**src/verilog/cmws_pkg.sv**
```systemverilog
/*
 Package for the cellular modem word sync and transmit block: register map,
 field positions, reset values, timing constants and carrier structs.
 Assumes a 25 MHz core clock and an Avalon-MM slave with 32-bit data.
*/
package cmws_pkg;
   // ==========================================================
   // Clock and timing
   localparam int CORE_CLK_HZ = 25000000;
   localparam int RX_TICK_KHZ = 504;
   localparam int RX_TICK_DIV = (CORE_CLK_HZ + RX_TICK_KHZ * 500) / (RX_TICK_KHZ * 1000);
   localparam int TX_BYTE_US_AMPS = 800;
   localparam int TX_BYTE_US_TACS = 1000;
   localparam int TX_BYTE_CYC_AMPS = TX_BYTE_US_AMPS * (CORE_CLK_HZ / 1000000);
   localparam int TX_BYTE_CYC_TACS = TX_BYTE_US_TACS * (CORE_CLK_HZ / 1000000);
   localparam int BITS_PER_BYTE = 8;
   localparam int HALF_BITS_PER_BYTE = 16;
   localparam int FRAME_BITS_DEFAULT = 463;
   localparam int BI_SPACING_DEFAULT = 10;

   // ==========================================================
   // Barker code and register map (word indices, not byte offsets)
   localparam logic [10:0] BARKER_CODE = 11'h712;
   localparam logic [3:0] ADDR_CONTROL = 4'h0;
   localparam logic [3:0] ADDR_MODEM_PORT_ONE = 4'h1;
   localparam logic [3:0] ADDR_RX_DATA = 4'h2;
   localparam logic [3:0] ADDR_TX_DATA = 4'h3;
   localparam logic [3:0] ADDR_EVENTS = 4'h4;

   // Control register fields
   localparam int CTL_CHANNEL_TYPE = 0;
   localparam int CTL_REFRAME = 1;
   localparam int CTL_TX_ENABLE = 3;
   localparam int CTL_SYSTEM_TYPE = 4;
   localparam int CTL_TX_INVERT = 6;
   localparam logic [7:0] CONTROL_RESET = 8'h02;
   // Modem port one fields
   localparam int MP1_SQ_LSB = 0;
   localparam int MP1_BUSYIDLE = 6;

   typedef enum logic [3:0] {
      MODE_CC_SYNC = 4'h1,
      MODE_CC_UNSYNC = 4'h2,
      MODE_VC_FIXED = 4'h4,
      MODE_VC_REFRAME = 4'h8
   } cmws_mode_type;

   typedef struct packed {
      logic word_sync;
      logic rx_byte;
      logic busyidle_or_sat;
      logic tx_tick;
   } cmws_events_type;

   typedef struct packed {
      logic [7:0] data;
      logic [3:0] squelch;
   } cmws_rx_byte_type;
endpackage

```
**src/verilog/cmws_tx.sv**
```systemverilog
/*
 Transmit half: byte tick timer, shift register and Manchester encoder.
 Assumes the data byte and control bits come from registers on core_clk.
*/
`timescale 1ns/1ps
module cmws_tx (
   input wire logic core_clk,
   input wire logic reset_n,
   input wire logic [7:0] tx_data,
   input wire logic tx_enable,
   input wire logic tx_invert,
   input wire logic system_type_select,
   output logic tx_tick,
   output logic tx_serial
);
   import cmws_pkg::*;

   logic [15:0] tick_count, next_tick_count;
   logic [15:0] half_count, next_half_count;
   logic [3:0] half_index, next_half_index;
   logic [7:0] shift, next_shift;
   logic sending, next_sending;
   logic next_tx_serial;
   logic [15:0] byte_period;
   logic [15:0] half_period;
   logic tick_now;

   always_comb begin
      byte_period = system_type_select ? 16'(TX_BYTE_CYC_TACS) : 16'(TX_BYTE_CYC_AMPS);
      half_period = 16'(byte_period / 16'(HALF_BITS_PER_BYTE));
      tick_now = (tick_count == byte_period - 16'h0001);
      next_tick_count = tick_now ? 16'h0000 : tick_count + 16'h0001;
      next_half_count = half_count + 16'h0001;
      next_half_index = half_index;
      next_shift = shift;
      next_sending = sending;
      if (tick_now) begin
         // Data register resent each tick, rewritten or not
         next_shift = tx_data;
         next_sending = tx_enable;
         next_half_count = 16'h0000;
         next_half_index = 4'h0;
      end else if (half_count == half_period - 16'h0001) begin
         next_half_count = 16'h0000;
         next_half_index = half_index + 4'h1;
         if (half_index[0]) begin
            next_shift = {shift[6:0], 1'b0};
         end
      end
      if (!tx_enable) begin
         next_sending = 1'b0;
      end
      // Bit-rate square wave XOR data bit, then optional invert
      next_tx_serial = sending ? ((half_index[0] ^ shift[7]) ^ tx_invert) : 1'b0;
   end

   always_ff @(posedge core_clk) begin
      if (!reset_n) begin
         tick_count <= 16'h0000;
         half_count <= 16'h0000;
         half_index <= 4'h0;
         shift <= 8'h00;
         sending <= 1'b0;
         tx_serial <= 1'b0;
         tx_tick <= 1'b0;
      end else begin
         tick_count <= next_tick_count;
         half_count <= next_half_count;
         half_index <= next_half_index;
         shift <= next_shift;
         sending <= next_sending;
         tx_serial <= next_tx_serial;
         tx_tick <= tick_now;
      end
   end
endmodule // cmws_tx

```
**src/verilog/cmws_top.sv**
```systemverilog
/*
 Word sync detector, busy/idle extraction, receive byte assembly and register
 file for the cellular modem, with the transmit half instantiated.
 Assumes recovered bit data, bit strobe and squelch flag arrive from pins,
 and an Avalon-MM master on core_clk.
*/
// Decided for this implementation: the placing of the registers and the Avalon-MM interface to the registers.
`timescale 1ns/1ps
module cmws_top (
   input wire logic core_clk,
   input wire logic reset_n,
   input wire logic [3:0] avs_address,
   input wire logic avs_read,
   input wire logic avs_write,
   input wire logic [31:0] avs_writedata,
   output logic [31:0] avs_readdata,
   output logic avs_waitrequest,
   input wire logic rx_bit_pin,
   input wire logic rx_bit_strobe_pin,
   input wire logic squelch_ok_pin,
   input wire logic sat_update_pin,
   output cmws_pkg::cmws_events_type events,
   output logic tx_serial
);
   import cmws_pkg::*;

   // ==========================================================
   // Helpers
   // Modes in which a Barker match restarts byte and frame counting
   function automatic logic reframes(input cmws_mode_type m);
      return (m == MODE_CC_UNSYNC) || (m == MODE_VC_REFRAME);
   endfunction

   // Squelch tally plus the approved flag of one more bit
   function automatic logic [3:0] tally(input logic [3:0] t, input logic f);
      return t + {3'h0, f};
   endfunction

   // Byte register zero-extended onto the bus word
   function automatic logic [31:0] bus_word(input logic [7:0] v);
      return {24'h000000, v};
   endfunction

   // ==========================================================
   // Pin synchronisers
   logic [3:0] sync_a, sync_b;
   logic strobe_last;
   always_ff @(posedge core_clk) begin
      if (!reset_n) begin
         sync_a <= 4'h0;
         sync_b <= 4'h0;
         strobe_last <= 1'b0;
      end else begin
         sync_a <= {sat_update_pin, squelch_ok_pin, rx_bit_strobe_pin, rx_bit_pin};
         sync_b <= sync_a;
         strobe_last <= sync_b[1];
      end
   end
   logic rx_bit, bit_strobe, squelch_ok, sat_pulse;
   logic sat_last;
   always_ff @(posedge core_clk) begin
      if (!reset_n) begin
         sat_last <= 1'b0;
      end else begin
         sat_last <= sync_b[3];
      end
   end

   // ==========================================================
   // Receive step every 50 core cycles, 500 kHz (nearest divide to 504 kHz)
   logic [7:0] rx_div, next_rx_div;
   logic rx_step, rx_step_pend, next_rx_step_pend;
   always_comb begin
      rx_bit = sync_b[0];
      squelch_ok = sync_b[2];
      sat_pulse = sync_b[3] & ~sat_last;
      rx_step = (rx_div == 8'(RX_TICK_DIV - 1));
      next_rx_div = rx_step ? 8'h00 : rx_div + 8'h01;
      next_rx_step_pend = rx_step_pend;
      if (sync_b[1] & ~strobe_last) begin
         next_rx_step_pend = 1'b1;
      end else if (rx_step) begin
         next_rx_step_pend = 1'b0;
      end
      bit_strobe = rx_step & rx_step_pend;
   end
   always_ff @(posedge core_clk) begin
      if (!reset_n) begin
         rx_div <= 8'h00;
         rx_step_pend <= 1'b0;
      end else begin
         rx_div <= next_rx_div;
         rx_step_pend <= next_rx_step_pend;
      end
   end

   // ==========================================================
   // Registers
   logic [7:0] control, next_control;
   logic [7:0] tx_data, next_tx_data;
   logic [7:0] sq_threshold, next_sq_threshold;
   logic [31:0] next_readdata;
   cmws_rx_byte_type rx_held, next_rx_held;
   logic busyidle, next_busyidle;
   cmws_mode_type mode;

   always_comb begin
      case ({control[CTL_CHANNEL_TYPE], control[CTL_REFRAME]})
         2'b00: mode = MODE_CC_SYNC;
         2'b01: mode = MODE_CC_UNSYNC;
         2'b10: mode = MODE_VC_FIXED;
         2'b11: mode = MODE_VC_REFRAME;
         default: mode = MODE_CC_SYNC;
      endcase
   end

   // ==========================================================
   // Word sync detector and byte assembly
   logic [10:0] barker_sr, next_barker_sr;
   logic [7:0] byte_sr, next_byte_sr;
   logic [3:0] bit_count, next_bit_count;
   logic [3:0] sq_tally, next_sq_tally;
   logic [9:0] frame_count, next_frame_count;
   logic [3:0] bi_count, next_bi_count;
   logic framed, next_framed;
   cmws_events_type next_events;
   logic barker_hit;

   always_comb begin
      next_barker_sr = barker_sr;
      next_byte_sr = byte_sr;
      next_bit_count = bit_count;
      next_sq_tally = sq_tally;
      next_frame_count = frame_count;
      next_bi_count = bi_count;
      next_framed = framed;
      next_rx_held = rx_held;
      next_busyidle = busyidle;
      next_events = '0;
      barker_hit = 1'b0;
      if (bit_strobe) begin
         next_barker_sr = {barker_sr[9:0], rx_bit};
         barker_hit = (next_barker_sr == BARKER_CODE);
         next_events.word_sync = barker_hit;
         next_frame_count = frame_count + 10'h001;
         if (frame_count == 10'(FRAME_BITS_DEFAULT - 1)) begin
            next_frame_count = 10'h000;
         end
         if (barker_hit && reframes(mode)) begin
            // Reframe: next bit starts a byte and a frame
            next_bit_count = 4'h0;
            next_sq_tally = 4'h0;
            next_frame_count = 10'h000;
            next_bi_count = 4'h0;
            next_framed = 1'b1;
         end else if (mode == MODE_CC_SYNC && framed &&
                      bi_count == 4'(BI_SPACING_DEFAULT)) begin
            // Busy/idle bit removed from the byte stream
            next_bi_count = 4'h0;
            next_busyidle = rx_bit;
            next_events.busyidle_or_sat = 1'b1;
         end else begin
            // Byte boundaries follow the counters, so Barker is skewed in data
            next_bi_count = bi_count + 4'h1;
            next_byte_sr = {byte_sr[6:0], rx_bit};
            next_sq_tally = tally(sq_tally, squelch_ok);
            next_bit_count = bit_count + 4'h1;
            if (bit_count == 4'(BITS_PER_BYTE - 1)) begin
               next_bit_count = 4'h0;
               next_sq_tally = 4'h0;
               next_rx_held.data = next_byte_sr;
               next_rx_held.squelch = tally(sq_tally, squelch_ok);
               next_events.rx_byte = 1'b1;
            end
         end
         if (mode == MODE_CC_SYNC && next_frame_count == 10'h000) begin
            next_bi_count = 4'h0;
         end
      end
      if (sat_pulse && control[CTL_CHANNEL_TYPE]) begin
         next_events.busyidle_or_sat = 1'b1;
      end
      next_events.tx_tick = 1'b0;
   end

   logic tx_tick;
   always_ff @(posedge core_clk) begin
      if (!reset_n) begin
         barker_sr <= 11'h000;
         byte_sr <= 8'h00;
         bit_count <= 4'h0;
         sq_tally <= 4'h0;
         frame_count <= 10'h000;
         bi_count <= 4'h0;
         framed <= 1'b0;
         rx_held <= '0;
         busyidle <= 1'b0;
         events <= '0;
      end else begin
         barker_sr <= next_barker_sr;
         byte_sr <= next_byte_sr;
         bit_count <= next_bit_count;
         sq_tally <= next_sq_tally;
         frame_count <= next_frame_count;
         bi_count <= next_bi_count;
         framed <= next_framed;
         rx_held <= next_rx_held;
         busyidle <= next_busyidle;
         events <= next_events | {3'b000, tx_tick};
      end
   end

   // ==========================================================
   // Avalon-MM slave, one wait cycle on read
   logic rd_ready, next_rd_ready;
   always_comb begin
      next_control = control;
      next_tx_data = tx_data;
      next_sq_threshold = sq_threshold;
      next_readdata = avs_readdata;
      next_rd_ready = 1'b0;
      avs_waitrequest = avs_read & ~rd_ready;
      if (avs_write) begin
         case (avs_address)
            ADDR_CONTROL: next_control = avs_writedata[7:0];
            ADDR_MODEM_PORT_ONE: next_sq_threshold = {4'h0, avs_writedata[3:0]};
            ADDR_TX_DATA: next_tx_data = avs_writedata[7:0];
            default: next_control = control;
         endcase
      end
      if (avs_read && !rd_ready) begin
         next_rd_ready = 1'b1;
         case (avs_address)
            ADDR_CONTROL: next_readdata = bus_word(control);
            ADDR_MODEM_PORT_ONE: next_readdata = {25'h0000000, busyidle, 2'b00, rx_held.squelch};
            ADDR_RX_DATA: next_readdata = bus_word(rx_held.data);
            ADDR_TX_DATA: next_readdata = bus_word(tx_data);
            ADDR_EVENTS: next_readdata = {27'h0000000, framed, events};
            default: next_readdata = 32'h00000000;
         endcase
      end
   end
   always_ff @(posedge core_clk) begin
      if (!reset_n) begin
         control <= CONTROL_RESET;
         tx_data <= 8'h00;
         sq_threshold <= 8'h00;
         avs_readdata <= 32'h00000000;
         rd_ready <= 1'b0;
      end else begin
         control <= next_control;
         tx_data <= next_tx_data;
         sq_threshold <= next_sq_threshold;
         avs_readdata <= next_readdata;
         rd_ready <= next_rd_ready;
      end
   end

   // ==========================================================
   // Transmitter
   cmws_tx u_tx (
      .core_clk(core_clk),
      .reset_n(reset_n),
      .tx_data(tx_data),
      .tx_enable(control[CTL_TX_ENABLE]),
      .tx_invert(control[CTL_TX_INVERT]),
      .system_type_select(control[CTL_SYSTEM_TYPE]),
      .tx_tick(tx_tick),
      .tx_serial(tx_serial)
   );
endmodule // cmws_top

```
**config.mk**
```make
export PLATFORM = sky130hd
export DESIGN_NAME = cmws_top
export DESIGN_NICKNAME = d
export VERILOG_FILES = /design/src/verilog/cmws_pkg.sv /design/src/verilog/cmws_tx.sv /design/src/verilog/cmws_top.sv
export SDC_FILE = /design/constraint.sdc
export NUM_CORES = 1
export LEC_CHECK = 0
export ABC_AREA = 1
export BUFFER_PORTS_ARGS = -buffer_cell sky130_fd_sc_hd__buf_2
export CORE_MARGIN = 10
export CORE_UTILIZATION = 35
export CTS_CLUSTER_SIZE = 40
export DETAILED_ROUTE_END_ITERATION = 10
export HOLD_SLACK_MARGIN = 0.1
export PLACE_DENSITY = 0.5
export SETUP_SLACK_MARGIN = 0.5
export SLEW_MARGIN = 20
export SYNTH_ARGS = -nofsm -noshare
export SYNTH_HDL_FRONTEND = slang
export SYNTH_SLANG_ARGS = --single-unit
```
**constraint.sdc**
```tcl
create_clock -name core_clk -period 3.8 [get_ports core_clk]
set_input_delay 0.76 -clock core_clk [delete_from_list [all_inputs] [get_ports core_clk]]
set_output_delay 0.76 -clock core_clk [all_outputs]
set_load 0.005 [all_outputs]
```
==> flow_metrics.tcl <==
set metrics [dict create \
    routabilityCongestion 0.7864 \
    htree_levels 4 \
    dieArea_um2 24220 \
    ys_top_cells_by_area "dfxtp_1, nand2_1, inv_1" \
    critPathMaxFanout 18 \
    vias_per_cell 4.618 \
    cts-root-buf "clkbuf_16" \
    yosys.cell_types.count 41 \
    ir_worst_vdd_mv 0.3431 \
    ioPinCount 82 \
    rrSetupSlack_ps 1240 \
    cts_resized 0 \
    max_cap_violations 0 \
    antenna_found_initial 0 \
    synth_flop_cell "dfxtp_1" \
    slowest_delay_ps 620 \
    max_freq_mhz 390.5 \
    dp_hpwl_um 10570 \
    hold_viol 0 \
    clockBufferDepth 2 \
    diodes 0 \
    crit_arrival_ps 2900 \
    grt_max_degree 35 \
    io_buffer_count 33 \
    max_slew.worst_pin.slew_ps 685.0 \
    cts_hold_buf 0 \
    crit_chain "ha_1 > nand3_1 > nor3_4 > nand3_4 > nor3_4 > nand2_4 > inv_2 > nand2_1 > o31ai_1" \
    setup_viol 0 \
    relSlewSlack_pct 54.18 \
    fp.dieH_um 155.6 \
    outcome "finished clean" \
    clk_latency_ps 420 \
    fp.dieW_um 155.6 \
    whs_ps 415.4 \
    leakage_nw 3.019 \
    start_kind "flip-flop" \
    ys_warn_count 0 \
    critPathTopFamily "simple AND/OR/NAND/NOR gates" \
    maxSlewViolCount 0 \
    period_share_pct 67.40 \
    syn-cell-area_um2 6437 \
    avgSynthCellArea_um2 7.391 \
    required_ps 4130 \
    totalNegativeSetupSlack_ps 0 \
    synth.top_cell.area_share_pct 45.09 \
    ys_ff_latch 145 \
    post_cts_buffers 0 \
    endpoint_kind "flip-flop" \
    synth_commonest_cells "nand2_1, dfxtp_1, inv_1, nor2_1, a21oi_1" \
    grt_usage_pct 12.50 \
    cts_buffers 17 \
    drt_iter0_markers 237 \
    crit_buf_inv 1 \
    grt_pass1_vias 5084 \
    synthToLayoutAreaGrowth_pct 14.79 \
    yosysTopAreaCell "dfxtp_1" \
    antenna_left 0 \
    core_area_um2 18020 \
    fillers 1897 \
    fin_worst_skew_ps 16.85 \
    initial_utilization_pct 35.71 \
    clock-sinks 145 \
    min_period_ps 2561 \
    wirelength_um 14870 \
    wl_per_cell_um 12.99 \
    synth-seq-area-share_pct 45.09 \
    synth-async-reset-ratio_pct 0 \
    overflow 0 \
    final_nets 960 \
    synth.most_common_cell "nand2_1" \
    synth_edf_count 0 \
    p_per_area_nw_per_um2 476.5 \
    syn_inst 871 \
    crit_slowest_cell "nor3_4" \
    rsz0062_at_grt "false" \
    rows 49 \
    cts_tree "yes" \
    layout-drive-gt1-share_pct 9.061 \
    hp-class "flip-flop to flip-flop" \
    grt_pass1_wl_um 24950 \
    critPathKind "flip-flop to flip-flop" \
    num_vias 5288 \
    dr.pass1.iters 4 \
    clkTransAtPathRegs_ps 70 \
    drt_drc_violations_left 0 \
    cpMostUsedCell "nor3_4" \
]
[metal layers]
metal  GRT usage [%]  vias to the layer above  part of all wire (%)
met5               0                        -                     0
met4           4.367                        0                   1.3
met3           3.033                       14                   3.7
met2           19.80                       62                    45
met1           16.23                     2377                    50
li1                -                     2835                     -
[registers in the layout, summed over array words and instances, names as in the netlist, 4 cells and up]
name	cells
rx_div	8
tx_data	8
barker_sr	10
frame_count	10
events	4
u_tx.shift	8
sync_b	4
u_tx.tick_count	16
control	8
sq_tally	4
avs_readdata	8
u_tx.half_count	16
bit_count	4
bi_count	4
byte_sr	7
rx_held	12
sync_a	4
[cells in the final DEF (no fill, tap or decap), types with 9 or more instances in the layout]
master	count
nand3_1	41
nor3_1	13
nand2_1	155
o21ai_0	62
xor2_1	15
o22ai_1	12
nor2_1	109
ha_1	12
dfxtp_1	145
nand4_1	9
buf_2	33
a21oi_1	77
inv_1	112
conb_1	24
clkbuf_16	17
[power by group]
group,switching (mW),internal (mW)
clock network,0.700,1.17
registers,0.0105,1.54
logic,0.0690,0.0294
[per-stage QoR]
stage               setup WS, ps  power, mW  util, %  cells  cell area (um2)
floorplan                   1878      1.661        -    894             6524
global placement            1224      1.680    37.37   1114             6736
detailed placement          1213      1.681    37.37   1114             6736
CTS                         1193      3.563    41.00   1145             7390
global route               982.5      3.644    41.00   1145             7390
finish                      1239      3.521    41.00   1145             7390
[logic make-up after synthesis]
family | Yosys count | synth area share [%]
flops | 145 | 45.09
xor+xnor | 20 | 2.721
compound gates | 178 | 15.08
simple gates | 351 | 23.60
other cells | 1 | 0.05825
fa+ha+maj | 12 | 2.332
buf+inv | 164 | 11.12
[final cells by class]
class | count | area, um2 | area share [%]
Timing Repair Buffer | 38 | 202.7 | 2.743
Inverter | 117 | 439.2 | 5.943
Multi-Input combinational cell | 585 | 2905 | 39.32
Clock inverter | 14 | 227.7 | 3.082
Clock buffer | 17 | 425.4 | 5.757
Tap cell | 229 | 286.5 | 3.877
Sequential cell | 145 | 2903 | 39.28
[worst reg2reg max path, cell delays in order (launching register included)]
cell     delay, ps
dfxtp_1        380
ha_1           180
nand3_1        120
nor3_4         470
nand3_4        300
nor3_4         620
nand2_4        170
inv_2          120
nand2_1         60
o31ai_1         60
[worst paths after layout]
kind,start,cells past startpoint,to
worst min register to register,sync_a[2],2,sync_b[2]
worst max register to register,rx_div[0],9,rx_held[0]
worst max-delay path,rx_div[0],9,rx_held[0]
worst min-delay path,sync_a[2],2,sync_b[2]
Note: power is estimated with default switching activity, not from simulation.
